`src/verilog/tcs_pkg.sv`:
```
// tcs_pkg: shared constants and carrier types for the channel status block
// assumes a 32-bit AXI4-Lite register bus and a four-slot destination queue
package tcs_pkg;

  // register map (byte addresses)
  localparam logic [11:0] TCS_CHANNEL_STATUS_OFS = 12'h100;

  // channel status field positions
  localparam int TCS_HEAD_OFS_LSB    = 11;
  localparam int TCS_HEAD_OFS_MSB    = 12;
  localparam int TCS_ONE_BIT         = 8;
  localparam int TCS_COUNT_LSB       = 4;
  localparam int TCS_COUNT_MSB       = 6;
  localparam int TCS_WR_PEND_BIT     = 2;
  localparam int TCS_SRC_ACTIVE_BIT  = 1;
  localparam int TCS_PROG_BUSY_BIT   = 0;

  // reset and fixed values
  localparam logic [31:0] TCS_STATUS_RESERVED = 32'h0000_0000;
  localparam logic        TCS_ONE_VALUE       = 1'b1;
  localparam logic [31:0] TCS_UNMAPPED_DATA   = 32'h0000_0000;

  // queue geometry and write counter width
  localparam int TCS_DEST_QUEUE_DEPTH = 4;
  localparam int TCS_COUNT_W          = 3;
  localparam int TCS_PTR_W            = 2;
  localparam int TCS_WR_CNT_W         = 4;

  // bus responses
  localparam logic [1:0] TCS_RESP_OKAY   = 2'h0;
  localparam logic [1:0] TCS_RESP_SLVERR = 2'h2;

  // one queued move order as it travels from slot to source side and destination queue
  typedef struct packed {
    logic [7:0]  tag;
    logic [31:0] word;
  } tcs_order_s;

endpackage : tcs_pkg

```
`src/verilog/tcs_dest_queue.sv`:
```
// tcs_dest_queue: flip-flop queue holding move orders for the destination side
// assumes the caller never pushes while full nor pops while empty
`timescale 1ns/1ps

module tcs_dest_queue
  import tcs_pkg::*;
#(
  parameter int DEPTH = TCS_DEST_QUEUE_DEPTH
)
(
  input  wire logic                   i_sys_clk,    // system clock
  input  wire logic                   i_nrst,       // async reset, active low
  input  wire logic                   i_push,       // write one order
  input  wire tcs_order_s             i_push_order, // order written
  input  wire logic                   i_pop,        // head order finished
  output tcs_order_s                  o_head,       // head order
  output logic [TCS_COUNT_W-1:0]      o_count,      // orders held
  output logic [TCS_PTR_W-1:0]        o_head_ptr,   // head slot offset
  output logic                        o_full,       // no free slot
  output logic                        o_empty       // nothing held
);

  // the count field and pointer widths only serve a four-slot queue
  if (DEPTH != (1 << TCS_PTR_W))
  begin : g_bad_depth
    $error("tcs_dest_queue: DEPTH must equal 2**TCS_PTR_W");
  end

  tcs_order_s                 mem_q [DEPTH];
  logic [TCS_PTR_W-1:0]       rd_q;
  logic [TCS_PTR_W-1:0]       wr_q;
  logic [TCS_COUNT_W-1:0]     cnt_q;

  // storage, one slot per entry
  for (genvar g = 0; g < DEPTH; g++)
  begin : g_slot
    always_ff @(posedge i_sys_clk or negedge i_nrst)
    begin
      if (!i_nrst)
        mem_q[g] <= '0;
      else if (i_push && (wr_q == TCS_PTR_W'(g)))
        mem_q[g] <= i_push_order;
    end
  end

  // pointers wrap naturally at the power-of-two depth
  always_ff @(posedge i_sys_clk or negedge i_nrst)
  begin
    if (!i_nrst)
    begin
      rd_q <= '0;
      wr_q <= '0;
    end
    else
    begin
      if (i_push)
        wr_q <= wr_q + 1'b1;
      if (i_pop)
        rd_q <= rd_q + 1'b1;
    end
  end

  // occupancy, never beyond DEPTH so codes above four never appear
  always_ff @(posedge i_sys_clk or negedge i_nrst)
  begin
    if (!i_nrst)
      cnt_q <= '0;
    else if (i_push && !i_pop)
      cnt_q <= cnt_q + 1'b1;
    else if (i_pop && !i_push)
      cnt_q <= cnt_q - 1'b1;
  end

  assign o_head     = mem_q[rd_q];
  assign o_count    = cnt_q;
  assign o_head_ptr = rd_q;
  assign o_full     = (cnt_q == TCS_COUNT_W'(DEPTH));
  assign o_empty    = (cnt_q == '0);

endmodule // tcs_dest_queue

```
`src/verilog/tcs_channel_status.sv`:
```
// tcs_channel_status: programming slot, destination queue hand-off and the
// read-only channel status register behind an AXI4-Lite slave
// assumes the upstream channel controller, source engine and destination
// engine all run on i_sys_clk; their strobes are single-cycle pulses
//
// Added by the designer: the address map and the AXI4-Lite register port.
`timescale 1ns/1ps

module tcs_channel_status
  import tcs_pkg::*;
#(
  parameter int ADDR_W = 12,
  parameter int DEPTH  = TCS_DEST_QUEUE_DEPTH
)
(
  input  wire logic                i_sys_clk,      // 200 MHz system clock
  input  wire logic                i_nrst,         // async reset, active low
  // AXI4-Lite slave
  input  wire logic [ADDR_W-1:0]   s_axi_awaddr,   // write address
  input  wire logic                s_axi_awvalid,  // write address valid
  output logic                     s_axi_awready,  // write address ready
  input  wire logic [31:0]         s_axi_wdata,    // write data
  input  wire logic [3:0]          s_axi_wstrb,    // write strobes
  input  wire logic                s_axi_wvalid,   // write data valid
  output logic                     s_axi_wready,   // write data ready
  output logic [1:0]               s_axi_bresp,    // write response
  output logic                     s_axi_bvalid,   // write response valid
  input  wire logic                s_axi_bready,   // write response ready
  input  wire logic [ADDR_W-1:0]   s_axi_araddr,   // read address
  input  wire logic                s_axi_arvalid,  // read address valid
  output logic                     s_axi_arready,  // read address ready
  output logic [31:0]              s_axi_rdata,    // read data
  output logic [1:0]               s_axi_rresp,    // read response
  output logic                     s_axi_rvalid,   // read data valid
  input  wire logic                s_axi_rready,   // read data ready
  // upstream channel controller
  input  wire logic                i_load,         // load an order into the slot
  input  wire tcs_order_s          i_load_order,   // order loaded
  output logic                     o_program_slot_busy, // slot cannot take an order
  // source engine
  output logic                     o_src_start,    // pulse: new order for source side
  output tcs_order_s               o_src_order,    // source active order
  input  wire logic                i_src_done,     // pulse: source side finished
  // destination engine
  output tcs_order_s               o_dst_head,     // order at destination queue head
  output logic                     o_dst_valid,    // destination queue not empty
  input  wire logic                i_dst_done,     // pulse: head order completed
  // write command tracking
  input  wire logic                i_wr_issue,     // pulse: write command issued
  input  wire logic                i_wr_resp       // pulse: write status received
);

  // the status fields only serve a four-slot queue, and the register map
  // needs twelve to thirty-two address bits; refuse anything else at elaboration
  if (ADDR_W < 12 || ADDR_W > 32)
  begin : g_bad_addr_w
    $error("tcs_channel_status: ADDR_W must lie in 12..32");
  end
  if (DEPTH != TCS_DEST_QUEUE_DEPTH)
  begin : g_bad_depth
    $error("tcs_channel_status: DEPTH must equal TCS_DEST_QUEUE_DEPTH");
  end

  // status register address at the bus width; only word bits are compared
  localparam logic [ADDR_W-1:0] STATUS_ADDR = ADDR_W'(TCS_CHANNEL_STATUS_OFS);

  // programming slot
  logic                       slot_valid_q;
  tcs_order_s                 slot_order_q;
  // destination queue view
  tcs_order_s                 q_head;
  logic [TCS_COUNT_W-1:0]     q_count;
  logic [TCS_PTR_W-1:0]       q_head_ptr;
  logic                       q_full;
  logic                       q_empty;
  logic                       q_pop;
  // source side
  logic                       src_active_q;
  tcs_order_s                 src_order_q;
  logic                       src_start_q;
  // write tracking
  logic [TCS_WR_CNT_W-1:0]    wr_out_q;
  // hand-off decision
  logic                       move;
  // bus state
  logic                       aw_got_q;
  logic                       w_got_q;
  logic [ADDR_W-1:0]          awaddr_q;
  logic                       bvalid_q;
  logic [1:0]                 bresp_q;
  logic                       rvalid_q;
  logic [1:0]                 rresp_q;
  logic [31:0]                rdata_q;
  logic [31:0]                status_word;
  logic                       rd_hit;
  logic                       wr_hit;
  // handshake strobes, one per channel
  logic                       aw_hs;
  logic                       w_hs;
  logic                       b_hs;
  logic                       ar_hs;
  logic                       r_hs;
  // slot load and write pending views
  logic                       slot_take;
  logic                       wr_pending;

  // an order leaves the slot when the queue is empty, or when it has room and
  // the source side is idle; a full queue holds the order in the slot
  // the registered source flag is used, so a done pulse frees the hand-off
  // one cycle late; a cycle is traded for a short path
  always_comb
  begin
    move = 1'b0;
    if (slot_valid_q)
    begin
      if (q_empty)
        move = 1'b1;
      else if (!q_full)
        move = !src_active_q;
      else
        move = 1'b0;
    end
  end

  // only a non-empty queue can complete its head; a stray done pulse on an
  // empty queue is dropped so the count never wraps
  assign q_pop = i_dst_done && !q_empty;

  // destination queue: pushed from the slot, popped on head completion
  tcs_dest_queue #(
    .DEPTH        (DEPTH)
  ) u_dest_queue (
    .i_sys_clk    (i_sys_clk),
    .i_nrst       (i_nrst),
    .i_push       (move),
    .i_push_order (slot_order_q),
    .i_pop        (q_pop),
    .o_head       (q_head),
    .o_count      (q_count),
    .o_head_ptr   (q_head_ptr),
    .o_full       (q_full),
    .o_empty      (q_empty)
  );

  // a load is taken only while the slot is free; a load against a busy slot
  // is dropped without notice, so the controller must watch busy first
  assign slot_take = i_load && !slot_valid_q;

  // programming slot: a load in the cycle the slot empties is refused, since
  // busy is still high in that cycle
  always_ff @(posedge i_sys_clk or negedge i_nrst)
  begin
    if (!i_nrst)
    begin
      slot_valid_q <= 1'b0;
      slot_order_q <= '0;
    end
    else if (slot_take)
    begin
      slot_valid_q <= 1'b1;
      slot_order_q <= i_load_order;
    end
    else if (move)
      slot_valid_q <= 1'b0;
  end

  // busy comes straight from the slot flop, so the controller sees no glitch
  assign o_program_slot_busy = slot_valid_q;

  // source side activity: a moved order makes the source busy; the set wins
  // over a done pulse in the same cycle, since the new order has not started
  always_ff @(posedge i_sys_clk or negedge i_nrst)
  begin
    if (!i_nrst)
      src_active_q <= 1'b0;
    else if (move)
      src_active_q <= 1'b1;
    else if (i_src_done)
      src_active_q <= 1'b0;
  end

  // the last order handed to the source side stays visible after it idles
  always_ff @(posedge i_sys_clk or negedge i_nrst)
  begin
    if (!i_nrst)
      src_order_q <= '0;
    else if (move)
      src_order_q <= slot_order_q;
  end

  // one-cycle start strobe toward the source engine, the cycle after a move
  always_ff @(posedge i_sys_clk or negedge i_nrst)
  begin
    if (!i_nrst)
      src_start_q <= 1'b0;
    else
      src_start_q <= move;
  end

  // outstanding write commands; saturating so a stray response cannot wrap
  // limitation: beyond fifteen writes in flight the pending flag clears early
  always_ff @(posedge i_sys_clk or negedge i_nrst)
  begin
    if (!i_nrst)
      wr_out_q <= '0;
    else if (i_wr_issue && !i_wr_resp)
    begin
      if (wr_out_q != '1)
        wr_out_q <= wr_out_q + 1'b1;
    end
    else if (i_wr_resp && !i_wr_issue)
    begin
      if (wr_out_q != '0)
        wr_out_q <= wr_out_q - 1'b1;
    end
  end

  // views toward the source and destination engines
  assign o_src_start = src_start_q;
  assign o_src_order = src_order_q;
  assign o_dst_head  = q_head;
  assign o_dst_valid = !q_empty;

  // a non-zero outstanding write count keeps the pending flag up
  assign wr_pending = (wr_out_q != '0);

  // status word assembled from live state; reserved bits come from the fixed
  // pattern and bit eight is forced, so a read never depends on what was
  // written to the register
  always_comb
  begin
    status_word                                     = TCS_STATUS_RESERVED;
    status_word[TCS_HEAD_OFS_MSB:TCS_HEAD_OFS_LSB]  = q_head_ptr;
    status_word[TCS_ONE_BIT]                        = TCS_ONE_VALUE;
    status_word[TCS_COUNT_MSB:TCS_COUNT_LSB]        = q_count;
    status_word[TCS_WR_PEND_BIT]                    = wr_pending;
    status_word[TCS_SRC_ACTIVE_BIT]                 = src_active_q;
    status_word[TCS_PROG_BUSY_BIT]                  = slot_valid_q;
  end

  // address decode on whole words; the low two address bits pick a byte and
  // are ignored, as every register is one aligned word
  assign rd_hit = (s_axi_araddr[ADDR_W-1:2] == STATUS_ADDR[ADDR_W-1:2]);
  assign wr_hit = (awaddr_q[ADDR_W-1:2] == STATUS_ADDR[ADDR_W-1:2]);

  // write path: address and data accepted in either order, one write at a time
  // readies fall while a channel is held or a response waits, so a second
  // write is held off until the response has been taken
  assign s_axi_awready = !aw_got_q && !bvalid_q;
  assign s_axi_wready  = !w_got_q && !bvalid_q;

  // channel handshakes: each channel moves one item when valid meets ready
  assign aw_hs = s_axi_awvalid && s_axi_awready;
  assign w_hs  = s_axi_wvalid && s_axi_wready;
  assign b_hs  = s_axi_bvalid && s_axi_bready;
  assign ar_hs = s_axi_arvalid && s_axi_arready;
  assign r_hs  = s_axi_rvalid && s_axi_rready;

  always_ff @(posedge i_sys_clk or negedge i_nrst)
  begin
    if (!i_nrst)
    begin
      aw_got_q <= 1'b0;
      w_got_q  <= 1'b0;
      awaddr_q <= '0;
    end
    else if (aw_got_q && w_got_q)
    begin
      aw_got_q <= 1'b0;
      w_got_q  <= 1'b0;
    end
    else
    begin
      if (aw_hs)
      begin
        aw_got_q <= 1'b1;
        awaddr_q <= s_axi_awaddr;
      end
      if (w_hs)
        w_got_q <= 1'b1;
    end
  end

  // write response; the status register keeps no written value at all, and
  // an unmapped address answers with an error so software notices a bad map
  always_ff @(posedge i_sys_clk or negedge i_nrst)
  begin
    if (!i_nrst)
    begin
      bvalid_q <= 1'b0;
      bresp_q  <= TCS_RESP_OKAY;
    end
    else if (aw_got_q && w_got_q)
    begin
      bvalid_q <= 1'b1;
      bresp_q  <= wr_hit ? TCS_RESP_OKAY : TCS_RESP_SLVERR;
    end
    else if (b_hs)
      bvalid_q <= 1'b0;
  end

  // response channel straight from its flops
  assign s_axi_bvalid = bvalid_q;
  assign s_axi_bresp  = bresp_q;

  // read path: one read in flight; data is a snapshot taken at the address edge
  // so rdata never changes while rvalid waits for rready; unmapped reads
  // return zero with an error
  assign s_axi_arready = !rvalid_q;

  always_ff @(posedge i_sys_clk or negedge i_nrst)
  begin
    if (!i_nrst)
    begin
      rvalid_q <= 1'b0;
      rresp_q  <= TCS_RESP_OKAY;
      rdata_q  <= '0;
    end
    else if (ar_hs)
    begin
      rvalid_q <= 1'b1;
      rresp_q  <= rd_hit ? TCS_RESP_OKAY : TCS_RESP_SLVERR;
      rdata_q  <= rd_hit ? status_word : TCS_UNMAPPED_DATA;
    end
    else if (r_hs)
      rvalid_q <= 1'b0;
  end

  // read channel straight from its flops
  assign s_axi_rvalid = rvalid_q;
  assign s_axi_rresp  = rresp_q;
  assign s_axi_rdata  = rdata_q;

endmodule // tcs_channel_status

```
`config.mk`:
```
export PLATFORM = sky130hd
export DESIGN_NAME = tcs_channel_status
export DESIGN_NICKNAME = d
export VERILOG_FILES = /design/src/verilog/tcs_pkg.sv /design/src/verilog/tcs_dest_queue.sv /design/src/verilog/tcs_channel_status.sv
export SDC_FILE = /design/constraint.sdc
export NUM_CORES = 1
export LEC_CHECK = 0
export BUFFER_PORTS_ARGS = -buffer_cell sky130_fd_sc_hd__buf_2
export CORE_MARGIN = 2
export CORE_UTILIZATION = 50
export CTS_CLUSTER_DIAMETER = 60
export DETAILED_ROUTE_END_ITERATION = 6
export GPL_TIMING_DRIVEN = 0
export HOLD_SLACK_MARGIN = 0.06
export PLACE_DENSITY = 0.76
export SLEW_MARGIN = 20
export SYNTH_ARGS = -nofsm -noshare
export SYNTH_HDL_FRONTEND = slang
export SYNTH_SLANG_ARGS = --single-unit
```
`constraint.sdc`:
```
create_clock -name i_sys_clk -period 2.34 [get_ports i_sys_clk]
set_input_delay 0.468 -clock i_sys_clk [delete_from_list [all_inputs] [get_ports i_sys_clk]]
set_output_delay 0.468 -clock i_sys_clk [all_outputs]
set_load 0.02 [all_outputs]
```
==> summary.md <==
| Metric | Value |
|---|---|
| Run status | `finished, violations left` |
| Failing checks | `setup timing` |
| Worst-path clk slew | `around 0.060 ns` |
| Fin Clk Skew | `0.0127 ns` |
| Post-route cell area | `14800 µm²` |
| Clk sinks | `279` |
| Top cells by area, synth | `dfrtp_1 (59%), mux2_2 (16%), mux4_2 (7.6%)` |
| Post-route non-filler standard cell count | `1390` |
| Worst path slowest cell | `mux4_2` |
| Total vias in the final route | `around 7100` |
| Layout area overhead | `24.4%` |
| Fin Setup TNS | `-1.77 ns` |
| CTS Buffer Depth | `3` |
| Area occupied by multi-input gates | `4570 µm²` |
| Initial antenna violation count | `1` |
| Int Pwr | `roughly 16 mW` |
| Synth area leader | `dfrtp_1` |
| Max Slew Vio Count | `0` |
| Ys Warns | `0` |
| Hpwl dp | `16.4 mm` |
| Syn_area_per_cell | `roughly 15 µm²` |
| DRT antenna net count | `0` |
| Num CTS Buffers | `30` |
| Place WS | `-0.293 ns` |
| Num ports | `around 240` |
| CTS Root Cell | `clkbuf_16` |
| Critical R2R Launch | `u_dest_queue.o_count[0]` |
| CP max stage delay | `0.55 ns` |
| Seq pwr share | `0.360` |
| Share of cells above drive strength 1 | `0.518` |
| Peak fanout along the critical path | `8` |
| Pwr/cell area | `1670 nW/µm²` |
| FF+latch area | `6990 µm²` |
| Leakage | `approximately 7.2 nW` |
| Final Worst Setup Slack | `-0.0805 ns` |
| Unrepaired setup endpoints after global routing | `yes` |
| Setup Viol. Count Final | `40` |
| Combinational fraction of design power | `0.451` |
| Final wirelength | `approximately 25 mm` |
| PortBufs | `170` |
| Final Hold Fails | `0` |
| Post-Place Cells | `1319` |
| Worst-Skew Late Latency | `0.54 ns` |
| Placed Area | `13400 µm²` |
| Largest net degree at the start of global routing | `91` |
| Worst Setup SP | `u_dest_queue.o_head_ptr[0]` |
| Die Wd | `around 160 µm` |
| Netlist cell types | `38` |
| Tcrit/Tclk final | `1.03` |
| Worst Hold Launch | `s_axi_rready` |
| H-tree Lvls | `1` |
| DRC errors left | `0` |
| Routability cong. | `0.730` |
| Fraction of registers with async set/reset | `1.00` |
| Worst hold slack | `between 0.1 and 0.15 ns` |
| Wire per inst | `18.2 µm` |
| Die ar. | `25000 µm²` |
| Slew HR | `0.508` |
| Nets | `1167` |
| CTS tree | `yes` |
| Core area | `23400 µm²` |
| Vias in the first global route | `7503` |
| # fillers | `1818` |
| Critical Path Sink Type | `primary output` |
| First-pass GRT wire length | `about 40 mm` |
| WP data required | `1.87 ns` |
| Predominant post-synthesis flop cell | `dfrtp_1` |
| Least-Margin Pin Slew | `around 0.74 ns` |
| Switch share | `0.354` |
| Height of the die | `158 µm` |
| Max-cap violations | `0` |
| Router iterations before antenna repair | `4` |
| Most used cell, CP | `buf_12` |
| Sw Pwr | `8.73 mW` |
| Fmax | `about 410 MHz` |
| Worst EP arrival | `1.95 ns` |
| Critical path class | `reg -> out` |
| Clock share of power | `0.189` |
| Vias/cell | `approximately 5.1` |
| Post-synth EDFFs | `0` |
| Cells after synthesis | `between 800 and 900` |
| First DRT Iteration DRCs | `244` |
| Core Rows | `56` |
| Crit-path cells | `buf_12, buf_12, mux4_2, buf_6` |
| Initial Utilization | `0.508` |
| Yosys top cell area share | `0.587` |
| Hold WC Path Type | `in -> reg` |
| Total global routing track utilization | `0.205` |
| Synth Register Bits | `279` |
| Maximum ir drop on the vdd rail | `791 µV` |
| CP startpoint kind | `register` |
| Total grt overflow | `0` |
| Mapped cell area | `11900 µm²` |
| Seq/Total Area, Yosys | `0.587` |
| Tmin final | `2.42 ns` |
[final cells by class]
class | count | area share
clock buffers | 43 | 0.0602
diodes | 1 | 0.000169
plain buffers | 64 | 0.0316
well taps | 319 | 0.0270
flip-flops and latches | 279 | 0.472
multi-input cells | 470 | 0.308
clock inverters | 13 | 0.00701
inverters | 10 | 0.00338
repair buffers | 191 | 0.0904
[power groups by stage]
stage	combinational [mW]	sequential (mW)	clock [mW]
2_1_floorplan	7.02	8.84	0
5_1_grt	12.0	9.20	4.98
4_1_cts	10.9	8.87	4.77
6_report	11.1	8.88	4.66
3_5_place_dp	10.0	8.89	0
3_3_place_gp	9.76	8.79	0
[final timing paths]
path                                      endpoint  slack, ns  depth (start not counted)
setup / recovery                    o_dst_head[10]      -0.08                          4
hold / removal                        s_axi_rvalid       0.10                          2
setup reg to reg           u_dest_queue.o_count[2]       0.13                         10
hold reg to reg                    o_src_order[23]       0.46                          2
max in group asynchronous  u_dest_queue.mem_q[153]       0.78                          4
min in group asynchronous             awaddr_q[11]       0.47                          2
[sequential cells by signal, summed over array words and instances (netlist names), 2 cells and up]
signal	flops
slot_order_q	40
awaddr_q	10
u_dest_queue.o_count	3
s_axi_rdata	9
wr_out_q	4
u_dest_queue.mem_q	160
u_dest_queue.wr_q	2
o_src_order	40
u_dest_queue.o_head_ptr	2
[routing by layer]
metal	vias up	GRT usage	part of all wire
li1	3264	-	-
met4	0	0.0485	0.016
met1	3605	0.272	0.44
met5	-	0	0
met3	35	0.0384	0.046
met2	157	0.354	0.50
[worst max-delay path: cells and delay by family, from the launching register on]
kind / cells / cell delay (ns)
multiplexers: 1 / 0.55
buffers and inverters: 3 / 0.47
flip-flops: 1 / 0.39
[cell families (layout without fill, tap and decap cells)]
group                    after synthesis  count (layout)  synth area share
flip-flops                           279             279             0.587
buffers and inverters                 78             321            0.0383
other                                  1              26          0.000315
AND/OR/NAND/NOR                      147             147            0.0504
multiplexers                         253             253             0.290
AO/OA/AOI/OAI                         27              27            0.0169
adder cells (fa/ha/maj)                9               9            0.0107
XOR/XNOR                               9               9           0.00662
[cell usage after synthesis, types with 4 or more instances]
| cell | instances |
|---|---|
| a21o_1 | 4 |
| a22o_1 | 8 |
| buf_2 | 18 |
| buf_4 | 25 |
| buf_6 | 6 |
| clkbuf_1 | 19 |
| dfrtp_1 | 279 |
| ha_1 | 7 |
| inv_1 | 9 |
| mux2_2 | 173 |
| mux2_4 | 40 |
| mux4_2 | 40 |
| nand2_1 | 127 |
| nor2_1 | 6 |
| o21ai_0 | 6 |
| xnor2_1 | 5 |
| xor2_1 | 4 |
[through the flow]
stage	util	power (mW)
after floorplan	-	15.9
after global placement	0.567	18.6
after detailed placement	0.571	18.9
after CTS	0.627	24.6
after global routing	0.632	26.2
final	0.633	24.7
[what timing repair did]
action / CTS / global route
setup endpoints to repair: 42 / 46
hold buffers: 1 / 0
cloned: 1 / 2
setup buffers: 11 / 3
endpoints found under the hold margin: 69 / 0
gates resized for setup: 71 / 21
pin swaps: 2 / 6
[placed cells by master (no fill, tap or decap), types with 25 or more instances in the layout]
cell         n
dfrtp_1    276
buf_6       35
nand2_1    127
conb_1      25
mux2_4      40
mux2_2     173
buf_2      151
clkbuf_16   33
buf_4       39
mux4_2      40
No activity file was read; power rests on OpenSTA's default activity.
